===== config.mk =====
export PLATFORM = sky130hd
export DESIGN_NAME = qdl_loader
export DESIGN_NICKNAME = d
export VERILOG_FILES = /design/src/logic/qdl_pkg.sv /design/src/logic/qdl_loader.sv
export VERILOG_INCLUDE_DIRS = /design/src /design/src/logic
export SDC_FILE = /design/constraint.sdc
export NUM_CORES = 1
export LEC_CHECK = 0
export CAP_MARGIN = 0
export CORE_MARGIN = 2
export CORE_UTILIZATION = 55
export DETAILED_ROUTE_END_ITERATION = 16
export DONT_BUFFER_PORTS = 1
export PLACE_DENSITY = 0.79
export SLEW_MARGIN = 20
export SYNTH_ARGS = -nofsm -noshare
export SYNTH_HDL_FRONTEND = slang
export SYNTH_SLANG_ARGS = --single-unit

===== constraint.sdc =====
create_clock -name clk -period 6.2 [get_ports clk]
set_input_delay 0.62 -clock clk [delete_from_list [all_inputs] [get_ports clk]]
set_output_delay 0.62 -clock clk [all_outputs]
set_load 0.02 [all_outputs]

===== src/logic/qdl_defs.svh =====
// Named constants of the quad DAC serial loader.
// Assumes inclusion by bare name from the package and the loader module.
`ifndef QDL_DEFS_SVH
`define QDL_DEFS_SVH

// ****************************************
// Frame layout and counts
// ****************************************
`define QDL_FRAME_BITS 16
`define QDL_FRAME_MSB 15
`define QDL_NEXT_MSB 14
`define QDL_CNT_W 5
`define QDL_CNT_FULL 5'h10
`define QDL_CNT_ZERO 5'h00

// ****************************************
// Command codes (command_bits) and special-command channel codes (load all, falling edge, rising edge)
// ****************************************
`define QDL_CMD_INPUT 2'h0
`define QDL_CMD_INPUT_DAC 2'h1
`define QDL_CMD_SPECIAL 2'h2
`define QDL_SEL_ALL 2'h0
`define QDL_SEL_EDGE_FALL 2'h1
`define QDL_SEL_EDGE_RISE 2'h2

// ****************************************
// Reset and idle values
// ****************************************
`define QDL_SR_RST 16'h0000
`define QDL_CODE_RST 12'h000
`define QDL_ECHO_IDLE 1'b1
`define QDL_EDGE_RST 1'b0
`define QDL_FLAG_RST 1'b0
// Strobe high, select high, shift clock low, data low: matches the idle pins
`define QDL_PINS_IDLE 4'hc

`endif


===== src/logic/qdl_pkg.sv =====
// Types shared by the quad DAC serial loader.
// Assumes qdl_defs.svh is on the include path.
`include "qdl_defs.svh"

package qdl_pkg;
    // One received frame, most significant field first
    typedef struct packed {
        logic [1:0] channel_select_bits;
        logic [1:0] command_bits;
        logic [11:0] code_bits;
    } qdl_frame_t;

    // Action decoded from a frame
    typedef enum logic [2:0] {
        QDL_ACT_NONE,
        QDL_ACT_INPUT,
        QDL_ACT_INPUT_DAC,
        QDL_ACT_ALL,
        QDL_ACT_EDGE_FALL,
        QDL_ACT_EDGE_RISE
    } qdl_act_t;

    // Synchronised pin levels
    typedef struct packed {
        logic load_all_strobe_n;
        logic cs_n;
        logic sclk;
        logic serial_in;
    } qdl_pins_t;
endpackage : qdl_pkg


===== src/logic/qdl_loader.sv =====
// Serial loader of a four-channel, 12-bit DAC: shift register, frame buffer,
// double-buffered channel registers and serial echo.
// Assumes all pins are asynchronous to clk and sampled by it; shift clock well below clk/8.
//
// Summary of operation
// Shift serial_in on shift clock rise
// Shift and echo only while select low
// Select rise applies frame to registers
// Strobe low copies all input to DAC
// Echo output shows shift register far end
// Echo held high while deselected
// Falling-edge launch mode for echo
// Rising-edge launch mode for echo
// Sixteen bits, MSB first, full frame
// Per channel input and DAC registers
// Strobe held low gives transparent DAC
// Command table; undefined codes do nothing
`timescale 1ns/1ps
`include "qdl_defs.svh"

module qdl_loader #(
    parameter int NUM_CH = 4,
    parameter int CODE_W = 12,
    parameter int BUF_DEPTH = 2
) (
    // Clock and reset
    input wire logic clk,
    input wire logic rstn,
    // Serial pins
    input wire logic cs_n,
    input wire logic sclk,
    input wire logic serial_in,
    input wire logic load_all_strobe_n,
    output logic serial_echo_out,
    // Frame buffer drain and status
    input wire logic apply_ready,
    output logic frame_ready,
    output logic frame_overrun,
    output logic edge_rise_mode,
    // Converter codes
    output logic [NUM_CH-1:0][CODE_W-1:0] dac_code
);
    import qdl_pkg::*;

    localparam int PTR_W = (BUF_DEPTH > 1) ? $clog2(BUF_DEPTH) : 1;

    // ****************************************
    // Pin synchronisers
    // ****************************************
    qdl_pins_t pins_raw;
    qdl_pins_t s1_q, s2_q, s3_q;
    qdl_pins_t s1_d, s2_d, s3_d;

    assign pins_raw = '{load_all_strobe_n: load_all_strobe_n, cs_n: cs_n, sclk: sclk, serial_in: serial_in};

    // Stage one feeds stage two only; edges come from stages two and three
    always_comb begin
        s1_d = pins_raw;
        s2_d = s1_q;
        s3_d = s2_q;
    end

    always_ff @(posedge clk) begin
        if (!rstn) begin
            s1_q <= qdl_pins_t'(`QDL_PINS_IDLE);
            s2_q <= qdl_pins_t'(`QDL_PINS_IDLE);
            s3_q <= qdl_pins_t'(`QDL_PINS_IDLE);
        end else begin
            s1_q <= s1_d;
            s2_q <= s2_d;
            s3_q <= s3_d;
        end
    end

    logic sck_rise, sck_fall, cs_rise, cs_fall, cs_low, strobe_low;
    assign sck_rise = s2_q.sclk & ~s3_q.sclk;
    assign sck_fall = ~s2_q.sclk & s3_q.sclk;
    assign cs_rise = s2_q.cs_n & ~s3_q.cs_n;
    assign cs_fall = ~s2_q.cs_n & s3_q.cs_n;
    assign cs_low = ~s2_q.cs_n;
    assign strobe_low = ~s2_q.load_all_strobe_n;

    // ****************************************
    // Shift register and serial echo
    // ****************************************
    logic [`QDL_FRAME_MSB:0] sr_q, sr_d;
    logic [`QDL_CNT_W-1:0] cnt_q, cnt_d;
    logic echo_q, echo_d;
    logic edge_q, edge_d;
    logic push, buf_full;
    logic overrun_q, overrun_d;

    // Shifting, launch edge and frame hand-off
    always_comb begin
        sr_d = sr_q;
        cnt_d = cnt_q;
        echo_d = echo_q;
        push = 1'b0;
        overrun_d = 1'b0;
        if (!cs_low) begin
            // Echo idles high
            echo_d = `QDL_ECHO_IDLE;
            // Only full frames count; a short frame is dropped
            if (cs_rise && cnt_q == `QDL_CNT_FULL) begin
                // Frame latched on select rise; overrun if buffer full
                push = ~buf_full;
                overrun_d = buf_full;
            end
        end else begin
            if (cs_fall) begin
                cnt_d = `QDL_CNT_ZERO;
                // First echoed bit is the far end
                echo_d = sr_q[`QDL_FRAME_MSB];
            end
            // Shift on rising shift clock, gated by select low
            if (sck_rise) begin
                sr_d = {sr_q[`QDL_NEXT_MSB:0], s2_q.serial_in};
                if (cnt_q != `QDL_CNT_FULL) begin
                    cnt_d = cnt_q + 1'b1;
                end
                // Rising-edge launch of the next bit
                if (edge_q) begin
                    echo_d = sr_q[`QDL_NEXT_MSB];
                end
            end
            // Falling-edge launch of the far-end bit
            if (sck_fall && !edge_q) begin
                echo_d = sr_q[`QDL_FRAME_MSB];
            end
        end
    end

    always_ff @(posedge clk) begin
        if (!rstn) begin
            sr_q <= `QDL_SR_RST;
            cnt_q <= `QDL_CNT_ZERO;
            echo_q <= `QDL_ECHO_IDLE;
            overrun_q <= `QDL_FLAG_RST;
        end else begin
            sr_q <= sr_d;
            cnt_q <= cnt_d;
            echo_q <= echo_d;
            overrun_q <= overrun_d;
        end
    end

    assign serial_echo_out = echo_q;
    assign frame_overrun = overrun_q;

    // ****************************************
    // Two-entry frame buffer
    // ****************************************
    // Decouples frame capture from a stalled apply side, so a second frame still lands
    qdl_frame_t mem_q [BUF_DEPTH];
    qdl_frame_t mem_d [BUF_DEPTH];
    logic [PTR_W-1:0] wr_q, wr_d, rd_q, rd_d;
    logic [PTR_W:0] fill_q, fill_d;
    logic buf_valid, pop;

    assign buf_full = (fill_q == (PTR_W + 1)'(BUF_DEPTH));
    assign buf_valid = (fill_q != '0);
    assign pop = buf_valid & apply_ready;
    assign frame_ready = ~buf_full;

    always_comb begin
        mem_d = mem_q;
        wr_d = wr_q;
        rd_d = rd_q;
        fill_d = fill_q;
        if (push) begin
            mem_d[wr_q] = qdl_frame_t'(sr_q);
            wr_d = (wr_q == PTR_W'(BUF_DEPTH - 1)) ? '0 : wr_q + 1'b1;
        end
        if (pop) begin
            rd_d = (rd_q == PTR_W'(BUF_DEPTH - 1)) ? '0 : rd_q + 1'b1;
        end
        fill_d = fill_q + (PTR_W + 1)'(push) - (PTR_W + 1)'(pop);
    end

    always_ff @(posedge clk) begin
        if (!rstn) begin
            for (int i = 0; i < BUF_DEPTH; i++) begin
                mem_q[i] <= '0;
            end
            wr_q <= '0;
            rd_q <= '0;
            fill_q <= '0;
        end else begin
            mem_q <= mem_d;
            wr_q <= wr_d;
            rd_q <= rd_d;
            fill_q <= fill_d;
        end
    end

    // ****************************************
    // Command decode
    // ****************************************
    qdl_frame_t head;
    qdl_act_t act;
    assign head = mem_q[rd_q];

    // Decode table; unlisted codes map to no action
    always_comb begin
        act = QDL_ACT_NONE;
        if (pop) begin
            case (head.command_bits)
                `QDL_CMD_INPUT: act = QDL_ACT_INPUT;
                `QDL_CMD_INPUT_DAC: act = QDL_ACT_INPUT_DAC;
                `QDL_CMD_SPECIAL: begin
                    case (head.channel_select_bits)
                        `QDL_SEL_ALL: act = QDL_ACT_ALL;
                        `QDL_SEL_EDGE_FALL: act = QDL_ACT_EDGE_FALL;
                        `QDL_SEL_EDGE_RISE: act = QDL_ACT_EDGE_RISE;
                        default: act = QDL_ACT_NONE;
                    endcase
                end
                default: act = QDL_ACT_NONE;
            endcase
        end
    end

    // Launch-edge mode register
    always_comb begin
        edge_d = edge_q;
        if (act == QDL_ACT_EDGE_RISE) begin
            edge_d = 1'b1;
        end else if (act == QDL_ACT_EDGE_FALL) begin
            edge_d = 1'b0;
        end
    end

    always_ff @(posedge clk) begin
        if (!rstn) begin
            edge_q <= `QDL_EDGE_RST;
        end else begin
            edge_q <= edge_d;
        end
    end

    assign edge_rise_mode = edge_q;

    // ****************************************
    // Channel registers
    // ****************************************
    // Double buffer per channel
    for (genvar ch = 0; ch < NUM_CH; ch++) begin : g_ch
        logic [CODE_W-1:0] in_q, in_d, dac_q, dac_d;
        logic hit;
        assign hit = (head.channel_select_bits == 2'(ch));

        always_comb begin
            in_d = in_q;
            dac_d = dac_q;
            if (hit && (act == QDL_ACT_INPUT || act == QDL_ACT_INPUT_DAC)) begin
                in_d = CODE_W'(head.code_bits);
            end
            if (hit && act == QDL_ACT_INPUT_DAC) begin
                dac_d = CODE_W'(head.code_bits);
            end
            if (act == QDL_ACT_ALL) begin
                dac_d = in_q;
            end
            // Strobe low copies input; held low it is transparent
            if (strobe_low) begin
                dac_d = in_d;
            end
        end

        always_ff @(posedge clk) begin
            if (!rstn) begin
                in_q <= CODE_W'(`QDL_CODE_RST);
                dac_q <= CODE_W'(`QDL_CODE_RST);
            end else begin
                in_q <= in_d;
                dac_q <= dac_d;
            end
        end

        assign dac_code[ch] = dac_q;
    end
endmodule : qdl_loader


# --- Yosys cells after proc, flatten, opt, wreduce, memory -nomap -nowiden ---
# Cells that the tools add are included.
classes:
  div_mod_pow: 0
  muxes: 38
  n_eq_ne: 17
  multipliers: 0
  n_addsub: 5
  shift: 0
  bitwise: 13
  reduce_logical: 20
  magnitude_cmp: 3
ops:
  columns: ["op", "n"]
  rows:
  - ["12-bit 2-to-1 mux", 16]
  - ["16-bit 2-to-1 mux", 4]
  - ["32-bit bitwise mux", 1]
  - ["3-bit one-hot mux with 3 select lines", 2]
  - ["16-bit demux with 1-bit select", 1]
  - ["5-bit 2-to-1 mux", 3]
  - ["3-bit by 1-bit inequality test with 1-bit output, second input constant", 4]
  - ["1-bit logical AND", 11]
  - ["1-bit 2-to-1 mux", 10]
  - ["2-bit equality test, second input constant", 4]
  - ["3-bit by 2-bit equality test with 1-bit output, second input constant", 2]
  - ["3-bit equality test, second input constant", 2]
  - ["1-bit NOT", 6]
  - ["5-bit by 1-bit adder with 5-bit output, second input constant", 1]
  - ["1-bit AND", 5]
  - ["5-bit equality test, second input constant", 1]
  - ["5-bit inequality test, second input constant", 1]
  - ["2-bit by 1-bit equality test with 1-bit output, second input constant", 2]
  - ["2-bit greater-or-equal comparator, second input constant", 2]
  - ["2-bit logical NOT", 2]
  - ["1-bit NOT with 2-bit output", 2]
  - ["2-bit nonzero test", 2]
  - ["3-bit by 1-bit equality test with 1-bit output, second input constant", 1]
  - ["3-bit 2-to-1 mux", 1]
  - ["other kinds (9)", 10]
totals:
  mem_bits_rw: 0
  mem_count: 0
  output_inout_bits: 52
  reg_bits: 166
  elab_cells: 128
  input_bits: 7
  mem_bits_ro: 0
  latch_bits: 0

# --- Logic depth before layout (Yosys ltp) ---
# Gate-level depths: netlist of the first run.
depth:
  depth_word: 13
  depth_mapped: 13
  depth_no_buf: 9

# --- Least setup slack after synthesis of the first run ---
# OpenSTA, ideal clock, no wires.
synth_timing:
  path_type: "register to register"
  startpoint: "reg rd_q"
  endpoint: "reg g_ch[2].dac_q[0]"
  path_buffers: 4
  stages_incl_launch_ff: 13
  t_required_ns: 6.078
  slack_ns: 2.964
  arrival_ns: 3.114
  path_cell_list: "dfxtp_1 buf_4 buf_4 buf_1 mux2i_1 ha_1 nor2_1 o22a_1 nand2_4 o21a_1 a221o_1 buf_6 a221o_1"
synth_via:
  elab_chain_len: 13
synth_lines:
  columns: ["element", "line", "rtl"]
  rows:
  - ["start, declared", "qdl_loader.sv:156", "logic [PTR_W-1:0] wr_q, wr_d, rd_q, rd_d;"]
  - ["start signal, assigned", "qdl_loader.sv:191", "rd_q <= rd_d;"]
  - ["1-bit NOT with 2-bit output (not written as such) (*)", "qdl_loader.sv:201", "assign head = mem_q[rd_q];"]
  - ["16-bit 2-to-1 mux (not written as such) (*) (3 in a row)", "qdl_loader.sv:201", null]
  - ["2-bit equality test, or another cell as far along", "qdl_loader.sv:211, qdl_loader.sv:250", null]
  - ["3-bit one-hot mux with 3 select lines", "qdl_loader.sv:211", "case (head.channel_select_bits)"]
  - ["3-bit one-hot mux with 3 select lines", "qdl_loader.sv:207", "case (head.command_bits)"]
  - ["3-bit 2-to-1 mux", "qdl_loader.sv:206", "if (pop) begin"]
  - ["3-bit by 1-bit equality test with 1-bit output / 3-bit by 2-bit equality test with 1-bit output (equally long branches)", "qdl_loader.sv:255, qdl_loader.sv:258", null]
  - ["1-bit logical OR", "qdl_loader.sv:255", "if (hit && (act == QDL_ACT_INPUT || act == QDL_ACT_INPUT_DAC)) begin"]
  - ["1-bit logical AND", "qdl_loader.sv:255", null]
  - ["12-bit 2-to-1 mux", "qdl_loader.sv:255", null]
  - ["12-bit 2-to-1 mux", "qdl_loader.sv:265", "if (strobe_low) begin"]
  - ["end signal, assigned", "qdl_loader.sv:273", "dac_q <= CODE_W'(`QDL_CODE_RST);"]
  - ["end, declared", "qdl_loader.sv:248", "logic [CODE_W-1:0] in_q, in_d, dac_q, dac_d;"]
# Mark *: on every way between the ends. The rest lies on a longest branch, timed or not. The select of a mux whose other input is x is not followed.
# A chain may end at the register's enable or synchronous reset.

# --- Final worst setup path of the first run ---
layout_timing:
  startpoint: "reg rd_q"
  endpoint: "reg g_ch[3].in_q[3]"
layout_via:
  elab_chain_len: 12
layout_lines:
  columns: ["element", "line", "rtl"]
  rows:
  - ["1-bit NOT with 2-bit output (not written as such) (*)", "qdl_loader.sv:201", null]
  - ["16-bit 2-to-1 mux (not written as such) (*) (3 in a row)", "qdl_loader.sv:201", null]
  - ["2-bit equality test, or another cell as far along", "qdl_loader.sv:211", null]
  - ["3-bit one-hot mux with 3 select lines", "qdl_loader.sv:211", null]
  - ["3-bit one-hot mux with 3 select lines", "qdl_loader.sv:207", null]
  - ["3-bit 2-to-1 mux", "qdl_loader.sv:206", null]
  - ["3-bit by 1-bit equality test with 1-bit output / 3-bit by 2-bit equality test with 1-bit output (equally long branches)", "qdl_loader.sv:255", null]
  - ["1-bit logical OR", "qdl_loader.sv:255", null]
  - ["1-bit logical AND", "qdl_loader.sv:255", null]
  - ["12-bit 2-to-1 mux (*)", "qdl_loader.sv:255", null]
  - ["end signal, assigned", "qdl_loader.sv:272", "in_q <= CODE_W'(`QDL_CODE_RST);"]
  - ["end signal, assigned", "qdl_loader.sv:275", "in_q <= in_d;"]
  - ["end, declared", "qdl_loader.sv:248", null]
# Marked as above.

==> results of run 1 <==
==> per-stage QoR <==
step | total power [W] | worst slack [ns] | utilization, %
4_1_cts | 0.00233 | 2.19 | 61.5
3_5_place_dp | 0.00121 | 2.21 | 56.6
2_1_floorplan | 0.00120 | 2.96 | -
3_3_place_gp | 0.00120 | 2.45 | 56.5
6_report | 0.00232 | 2.09 | 61.5
5_1_grt | 0.00238 | 1.71 | 61.5
==> registers in the layout (all words and copies together), names as in the netlist, 2 cells and up <==
register    cells
fill_q          2
g_ch.in_q      48
s2_q            4
cnt_q           5
s1_q            4
sr_q           16
s3_q            2
g_ch.dac_q     48
mem_q          32
==> placed cells by master, fill, tap and decap left out, types with 2 or more instances in the layout <==
master / n
nor2_1: 47
mux2i_1: 70
nor2b_2: 2
a211oi_1: 48
o21ai_2: 2
nand3_1: 6
clkbuf_16: 17
inv_1: 7
a22oi_1: 5
nor3_1: 16
a211oi_2: 2
nand2b_1: 10
xnor2_1: 3
o21ai_0: 2
nand2_1: 136
and2_1: 11
a21oi_1: 66
mux2_2: 13
a21boi_0: 2
a21o_1: 2
o21bai_1: 2
clkinv_2: 2
and3_1: 7
bufinv_16: 5
nor2b_1: 7
dfxtp_1: 166
mux2_1: 3
o21a_1: 2
nand3b_1: 2
ha_1: 9
buf_4: 7
a221o_1: 49
clkbuf_1: 3
==> report_power, final <==
group          total [W]  switching, W  leakage (nW)  internal, W
Clock            0.00113      0.000414         0.303     0.000720
Combinational   0.000108     0.0000722          1.21    0.0000357
Sequential       0.00108    0.00000585          1.34      0.00107
Total            0.00232      0.000492          2.85      0.00183
==> cell families (layout without fill, tap and decap cells) <==
| family | Yosys count | in the layout | synth area share (%) |
|---|---|---|---|
| XOR/XNOR | 4 | 4 | 0.489 |
| buffers and inverters | 69 | 45 | 4.28 |
| AND/OR/NAND/NOR | 248 | 248 | 15.1 |
| flip-flops | 166 | 166 | 46.4 |
| multiplexers | 87 | 87 | 12.5 |
| adder cells (fa/ha/maj) | 9 | 9 | 1.57 |
| AO/OA/AOI/OAI | 189 | 189 | 19.7 |
==> worst max-delay path: stages (launching register included) <==
cell	delay, ns
dfxtp_1	0.31
buf_4	0.41
mux2i_1	0.44
ha_1	0.25
nand3b_1	0.08
nand3_1	0.14
o311a_4	0.54
mux2i_1	0.82
nand2_1	0.69
mux2i_1	0.34
==> layout make-up <==
type | instances | area (um^2) | share of cell area, %
clock inverters | 9 | 176 | 2.26
repair buffers | 7 | 52.6 | 0.674
flip-flops and latches | 166 | 3320 | 42.6
clock buffers | 21 | 450 | 5.78
well taps | 172 | 215 | 2.76
multi-input cells | 537 | 3550 | 45.5
inverters | 8 | 30.0 | 0.385
==> worst max path at each step <==
stage / endpoint / slack (ns) / cells after the start
after floorplan: g_ch[2].dac_q[0]$_SDFFE_PN0P_ / 2.96 / 12
after global placement: g_ch[0].dac_q[6]$_SDFFE_PN0P_ / 2.45 / 9
after detailed placement: g_ch[1].in_q[8]$_SDFF_PN0_ / 2.21 / 9
after CTS: g_ch[3].in_q[1]$_SDFF_PN0_ / 2.19 / 9
after global routing: g_ch[1].in_q[1]$_SDFF_PN0_ / 1.71 / 9
final: g_ch[3].in_q[3]$_SDFF_PN0_ / 2.09 / 9
==> layer usage <==
layer	part of all wire [%]	GRT usage (%)
met1	42	36.3
met2	44	39.1
met3	9.8	9.03
met4	4.3	15.5
met5	0	0
==> results.toml, run 1 <==
[run_status]
outcome = "complete, no violations"

[place]
portBuffers = 0
dp.final_hpwl_mm = 12.1
gp_congestion = 0.949
dpl_cell_area_mm2 = 0.00717
dp_cells = 890

[finish]
fillers = 1010
drive_above_1_share_pct = 8.02
final_cell_area_mm2 = 0.00780
synthToLayoutAreaGrowth_pct = 8.76
nNetsFinal = 753
final_cells = 920
antenna-diode-count = 0

[logic_synthesis]
synthesis.area_mm2 = 0.00717
yosysUniqueCellTypes = 44
synth_flop_cell = "dfxtp_1"
yosysTopAreaCell = "dfxtp_1"
post-synth-top-count-cell = "dfxtp_1"
async_reset_ff_share_pct = 0
yosys_warnings = 0
synth_edf_count = 0
netlist.area_leader.share_pct = 46.4
synth.top_cells.by_count = "dfxtp_1, nand2_1, mux2i_1, a21oi_1"
netlist_instances = 772
syn_avg_cell_area_um2 = 9.29
syn_nets = 788
yosysSeqAreaShare_pct = 46.4
ys_ff_latch = 166
synth_area_leaders = "dfxtp_1, mux2i_1, nand2_1, a221o_1, a211oi_1"

[power]
leakage_nw = 2.85
ir_drop_mv = 0.186
power.density_mw_per_mm2 = 298

[floorplanning]
die_x_um = 118
pin_count = 59
initial_utilization_pct = 56.6
die-area_mm2 = 0.0140
row_count = 41
chipHeight_um = 118
core-area_mm2 = 0.0127

[clock_network]
cts.clk_slew.worst_paths_ns = 0.06
cts_root_buffer = "clkbuf_16"
cts.repair.resized = 0
clk_latency_ns = 0.43
cts_buffer_depth = 2
cts_sinks = 166
cts_hold_buf = 0
cts_setup_buffers = 0
cts_tree = "yes"
cts_max_level = 4
numCtsBuffers = 17

[hold_path]
hold_class = "input pin to flip-flop"
worstHoldEndpoint = "s2_q[3]$_SDFF_PN1_"
hold_depth = 1
hp-start = "rstn"

[timing]
fmax_ghz = 0.243
period_minus_slack_ns = 4.11
finalMaxSlewViolations = 0
fin_crit_sh_pct = 66.3
tightest_slew_ns = 1.13
tns_ns = 0
rsz0062_at_grt = "false"
finClkSkew_ns = 0.00804
slew_headroom_pct = 24.2
setup_violations = 0
hold_viol = 0
hold_ws_ns = 0.263

[setup_path]
end_kind = "flip-flop"
cp_max_fo = 40
crit_path_start_kind = "flip-flop"
required_ns = 6.55
worst-r2r-cell-count = 9
cp_data_arrival_time_ns = 4.46
r2r-start = "rd_q$_SDFFE_PN0N_"
path_class = "flip-flop to flip-flop"
ff2ff_setup_slack_ns = 2.09
regToRegEndpoint = "g_ch[3].in_q[3]$_SDFF_PN0_"
crit_path_start = "rd_q$_SDFFE_PN0N_"

[route]
drc = 0
wirelength_mm = 18.9
drt-wirelength-per-cell_um = 20.5
drtIter0Drc = 810
viasPerCell = 6.26
num_vias = 5759
drt-pass1-iter-count = 5
ant_nets = 0

[global_routing]
track_usage_pct = 27.4
grt_overflow = 0
grt_max_degree = 74
grt_antenna_before_repair = 0
grt_pass1_vias = 5526
grt_pass1_wl_mm = 29.8

[job]
drv_cap = 0
No activity file was read; power rests on OpenSTA's default activity.
==> inputs of run 2 (changes only) <==
PLACE_DENSITY = 0.82   (was 0.79)
clock period = 3.5 ns   (was 6.2 ns; I/O delays follow)
==> run 2 against run 1 <==
  * Fmax rose by 39%
  * Sequential share of layout area fell by 0.28 points
  * Core utilization rose by 0.40 points
  * Hold slack got worse by 0.26 ns
  * Power rose by 73%
  * Routed wire length barely moved
  * Sequential power rose by 77%
  * Final area rose by 0.66%
  * Combinational power rose by 86%
  * Critical endpoint is now g_ch[1].dac_q[11]$_SDFFE_PN0P_
  * Non-clock buffer count rose by 10
  * Flip-flop and latch count did not move
  * Critical path type unchanged
  * Critical path depth fell by 1
==> results.toml, run 2 (same netlist as run 1, synthesis figures left out) <==
[timing]
finClkSkew_ns = 0.00701
setup_violations = 0
fmax_ghz = 0.338
finalMaxSlewViolations = 0
layout_setup_ws_ns = 0.545
fin_crit_sh_pct = 84.4
rsz0062_at_grt = "false"
tightest_slew_ns = 0.970
period_minus_slack_ns = 2.96
slew_headroom_pct = 33.5
tns_ns = 0
hold_viol = 0

[global_routing]
grt_antenna_before_repair = 0
grt_max_degree = 74
track_usage_pct = 27.0
grt_pass1_wl_mm = 29.6
grt_pass1_vias = 5482
grt_overflow = 0

[setup_path]
end_kind = "flip-flop"
path_class = "flip-flop to flip-flop"
crit_path_start_kind = "flip-flop"
cp_max_fo = 11
cp_data_arrival_time_ns = 3.32
required_ns = 3.86

[finish]
synthToLayoutAreaGrowth_pct = 9.48
final_cells = 931
final_common_cell = "dfxtp_1"
antenna-diode-count = 0
reg.largest.list = "g_ch.dac_q (48), g_ch.in_q (48), mem_q (32)"
nNetsFinal = 763
layout_common_cells = "dfxtp_1, nand2_1, mux2i_1"
drive_above_1_share_pct = 9.22

[route]
drc = 0
drtIter0Drc = 845
wirelength_mm = 18.8
ant_nets = 0
viasPerCell = 6.34
num_vias = 5898
drt-pass1-iter-count = 5
drt-wirelength-per-cell_um = 20.2

[power]
leakage_nw = 2.88
pwr-share-clk_pct = 47.5
p_sw_w = 0.000893
p_sw_share_pct = 22.2
ir_drop_mv = 0.388
pwr-share-seq_pct = 47.5
combPwrFrac_pct = 5.0
power.density_mw_per_mm2 = 513
internal_power_w = 0.00313

[floorplanning]
chipHeight_um = 118
initial_utilization_pct = 56.6
die-area_mm2 = 0.0140
pin_count = 59
core-area_mm2 = 0.0127
die_x_um = 118
row_count = 41

[clock_network]
cts_max_level = 4
clk_latency_ns = 0.42
cts_root_buffer = "clkbuf_16"
cts.clk_slew.worst_paths_ns = 0.06
cts_setup_buffers = 0
cts_sinks = 166
cts_buffer_depth = 2
numCtsBuffers = 17
cts.repair.resized = 0
cts_tree = "yes"

[place]
dp_cells = 899
dp.final_hpwl_mm = 12.3
post-place-ws_ns = 0.634
gp_congestion = 0.933
portBuffers = 0

[job]
drv_cap = 0

[run_status]
outcome = "complete, no violations"

[hold_path]
hold_class = "input pin to flip-flop"
==> run 2: cell types whose count changed in the layout (fill, tap and decap cells not counted), sizes merged <==
cell,delta
bufinv,-2
inv,+2
dlygate4sd3,+1
buf,+9
clkinvlp,+1
==> run 2: per-layer routing <==
layer,track usage [%],vias up,wire length [um]
li1,-,2720,-
met1,34.9,2780,7690
met2,41.3,340,8340
met3,8.16,58,2110
met4,12.7,0,696
met5,0,-,0
==> run 2: cell type report <==
class                      instances  area [um^2]
sequential                       166         3320
inverter                           8         30.0
clock inverter                    10          145
multi-input combinational        537         3540
tap                              172          215
fill                             996         4820
timing repair buffer              17          130
clock buffer                      21          460
==> run 2: repair_timing <==
item                       CTS  global route
setup endpoints to repair    0             0
hold endpoints to repair     1             0
hold buffers                 1             0
==> run 2: path summary, 6_finish.rpt <==
kind / slack (ns) / endpoint / from / cells past startpoint
hold reg to reg: 0.41 / s2_q[2]$_SDFF_PN1_ / s1_q[2]$_SDFF_PN1_ / 1
setup / recovery: 0.54 / g_ch[1].dac_q[11]$_SDFFE_PN0P_ / rd_q$_SDFFE_PN0N_ / 8
hold / removal: 0.008 / s2_q[2]$_SDFF_PN1_ / rstn / 1
setup reg to reg: 0.54 / g_ch[1].dac_q[11]$_SDFFE_PN0P_ / rd_q$_SDFFE_PN0N_ / 8
==> run 2: critical path, cell delays in order (launching register included) <==
cell	delay (ns)
dfxtp_1	0.41
mux2i_1	0.42
ha_1	0.35
nor2_1	0.11
o22a_1	0.23
nand2_4	0.08
o21a_1	0.28
a211oi_2	0.73
a221o_1	0.28
==> run 2: through the flow <==
step | power, W | hold WS [ns] | area [um^2] | utilization (%)
global placement | 0.00214 | 0.389 | 7230 | 57.1
finish | 0.00403 | 0.00790 | 7850 | 61.9
floorplan | 0.00213 | 0.386 | 7170 | -
CTS | 0.00403 | 0.000556 | 7850 | 61.9
global route | 0.00413 | 0.00256 | 7850 | 61.9
detailed placement | 0.00215 | 0.405 | 7230 | 57.1
==> run 2: power by group through the flow <==
stage                     Combinational [W]  Sequential, W  Clock, W
after global routing               0.000215        0.00191   0.00200
after CTS                          0.000197        0.00191   0.00192
final                              0.000201        0.00191   0.00191
after floorplan                    0.000179        0.00195         0
after global placement             0.000186        0.00195         0
after detailed placement           0.000195        0.00195         0
==> inputs of run 3 (changes only) <==
clock period = 2.63 ns   (was 3.5 ns; I/O delays follow)
==> run 3 against run 2 <==
  * Flip-flop and latch count unchanged
  * Final area rose by 3.6%
  * Routed wire length increased by 7.7%
  * Clock-buffer cell count down 3
  * Via count rose by 3.4%
  * Critical path type unchanged
  * Critical endpoint is now g_ch[1].dac_q[5]$_SDFFE_PN0P_
  * Largest cell class unchanged
  * Largest power group unchanged
==> results.toml, run 3 (same netlist as run 1, synthesis figures left out) <==
[run_status]
outcome = "complete, no violations"

[timing]
tns_ns = 0
period_minus_slack_ns = 2.57
finClkSkew_ns = 0.00721
tightest_slew_ns = 0.786
finalMaxSlewViolations = 0
slew_headroom_pct = 46.1
setup_violations = 0
fin_crit_sh_pct = 97.9
rsz0062_at_grt = "true"
fmax_ghz = 0.388
hold_viol = 0

[finish]
antenna-diode-count = 0
drive_above_1_share_pct = 12.4
nNetsFinal = 789
synthToLayoutAreaGrowth_pct = 13.4
layout_common_cells = "dfxtp_1, nand2_1, mux2i_1"
reg.largest.list = "g_ch.dac_q (48), g_ch.in_q (48), mem_q (32)"
final_common_cell = "dfxtp_1"
utilization_pct = 64.2
fillers = 1010

[clock_network]
numCtsBuffers = 17
cts_max_level = 4
cts_tree = "yes"
cts_sinks = 166
cts_buffer_depth = 2
cts_root_buffer = "clkbuf_16"
clk_latency_ns = 0.43
cts.clk_slew.worst_paths_ns = 0.07

[floorplanning]
chipHeight_um = 118
core-area_mm2 = 0.0127
die_x_um = 118
pin_count = 59
row_count = 41
initial_utilization_pct = 56.6
die-area_mm2 = 0.0140

[setup_path]
critPathMostFrequentCell = "mux2i_4"
slowest_delay_ns = 0.56
required_ns = 3.00
ff2ff_setup_slack_ns = 0.06
cp_data_arrival_time_ns = 2.95
cp_slowest_cell = "a211oi_4"
end_kind = "flip-flop"
path_class = "flip-flop to flip-flop"
crit_buf_inv = 1
cp_cell_sequence = "mux2i_4 -> ha_4 -> and3b_1 -> o311a_4 -> mux2i_4 -> buf_4 -> a211oi_4 -> a221o_1"
cp_max_fo = 11
crit_family = "compound AO/OA/AOI/OAI gates"
crit_path_start_kind = "flip-flop"

[power]
total_power_w = 0.00527
ir_drop_mv = 0.515
leakage_nw = 2.99
power.density_mw_per_mm2 = 648

[place]
portBuffers = 0
dp.final_hpwl_mm = 12.7
gp_congestion = 0.894

[route]
drt-wirelength-per-cell_um = 21.2
wirelength_mm = 20.3
drtIter0Drc = 698
viasPerCell = 6.37
num_vias = 6097
drc = 0
drt-pass1-iter-count = 5
ant_nets = 0

[global_routing]
grt_pass1_wl_mm = 31.5
grt_antenna_before_repair = 0
grt_max_degree = 60
grt_overflow = 0
track_usage_pct = 29.1
grt_pass1_vias = 5754

[hold_path]
hold_class = "input pin to flip-flop"

[job]
drv_cap = 0
-- run 3: cell types whose count changed in the layout (fill, tap and decap cells not counted), sizes merged --
cell           before  now
clkinvlp            2    5
clkinv              3    5
clkdlybuf4s15       0    1
dlygate4sd3         1   10
clkbuf             21   18
bufinv              3    1
buf                16   32
-- run 3: power breakdown --
part           switching [W]  internal [W]  total, W
sequential         0.0000191       0.00253   0.00255
clock                0.00106       0.00133   0.00239
combinational       0.000201      0.000129  0.000330
total                0.00128       0.00399   0.00527
-- run 3: worst paths after layout --
kind | startpoint | endpoint | cells past startpoint
min reg2reg | s1_q[2]$_SDFF_PN1_ | s2_q[2]$_SDFF_PN1_ | 1
max | rd_q$_SDFFE_PN0N_ | g_ch[1].dac_q[5]$_SDFFE_PN0P_ | 8
min | rstn | g_ch[3].in_q[10]$_SDFF_PN0_ | 2
max reg2reg | rd_q$_SDFFE_PN0N_ | g_ch[1].dac_q[5]$_SDFFE_PN0P_ | 8
-- run 3: area by class of cell --
type / instances / area, um^2 / area share, %
Multi-Input combinational cell: 537 / 3620 / 44.5
Sequential cell: 166 / 3330 / 40.9
Clock buffer: 18 / 439 / 5.40
Timing Repair Buffer: 43 / 377 / 4.63
Tap cell: 172 / 215 / 2.65
Clock inverter: 13 / 128 / 1.57
Inverter: 8 / 30.0 / 0.369
-- run 3: per-stage QoR --
stage	hold WS (ns)	cell area [um^2]	instances	worst slack [ns]
2_1_floorplan	0.364	7240	772	-0.0313
3_3_place_gp	0.342	7400	913	0.0713
3_5_place_dp	0.345	7400	913	-0.0613
4_1_cts	0.0000447	8070	954	0.00826
5_1_grt	0.0175	8130	957	-0.00274
6_report	0.0241	8130	957	0.0558
-- run 3: timing repair --
action,4_1_cts,5_1_grt
gates cloned,0,1
resized for setup,1,8
hold endpoints to repair,14,0
hold buffers,10,0
setup endpoints to repair,11,48
pin swaps,0,0
buffers inserted,0,2
-- run 3: metal layers --
layer / GRT usage [%] / wire [um]
met1: 37.6 / 8220
met2: 45.3 / 9150
met3: 6.85 / 1990
met4: 15.3 / 927
met5: 0 / 0
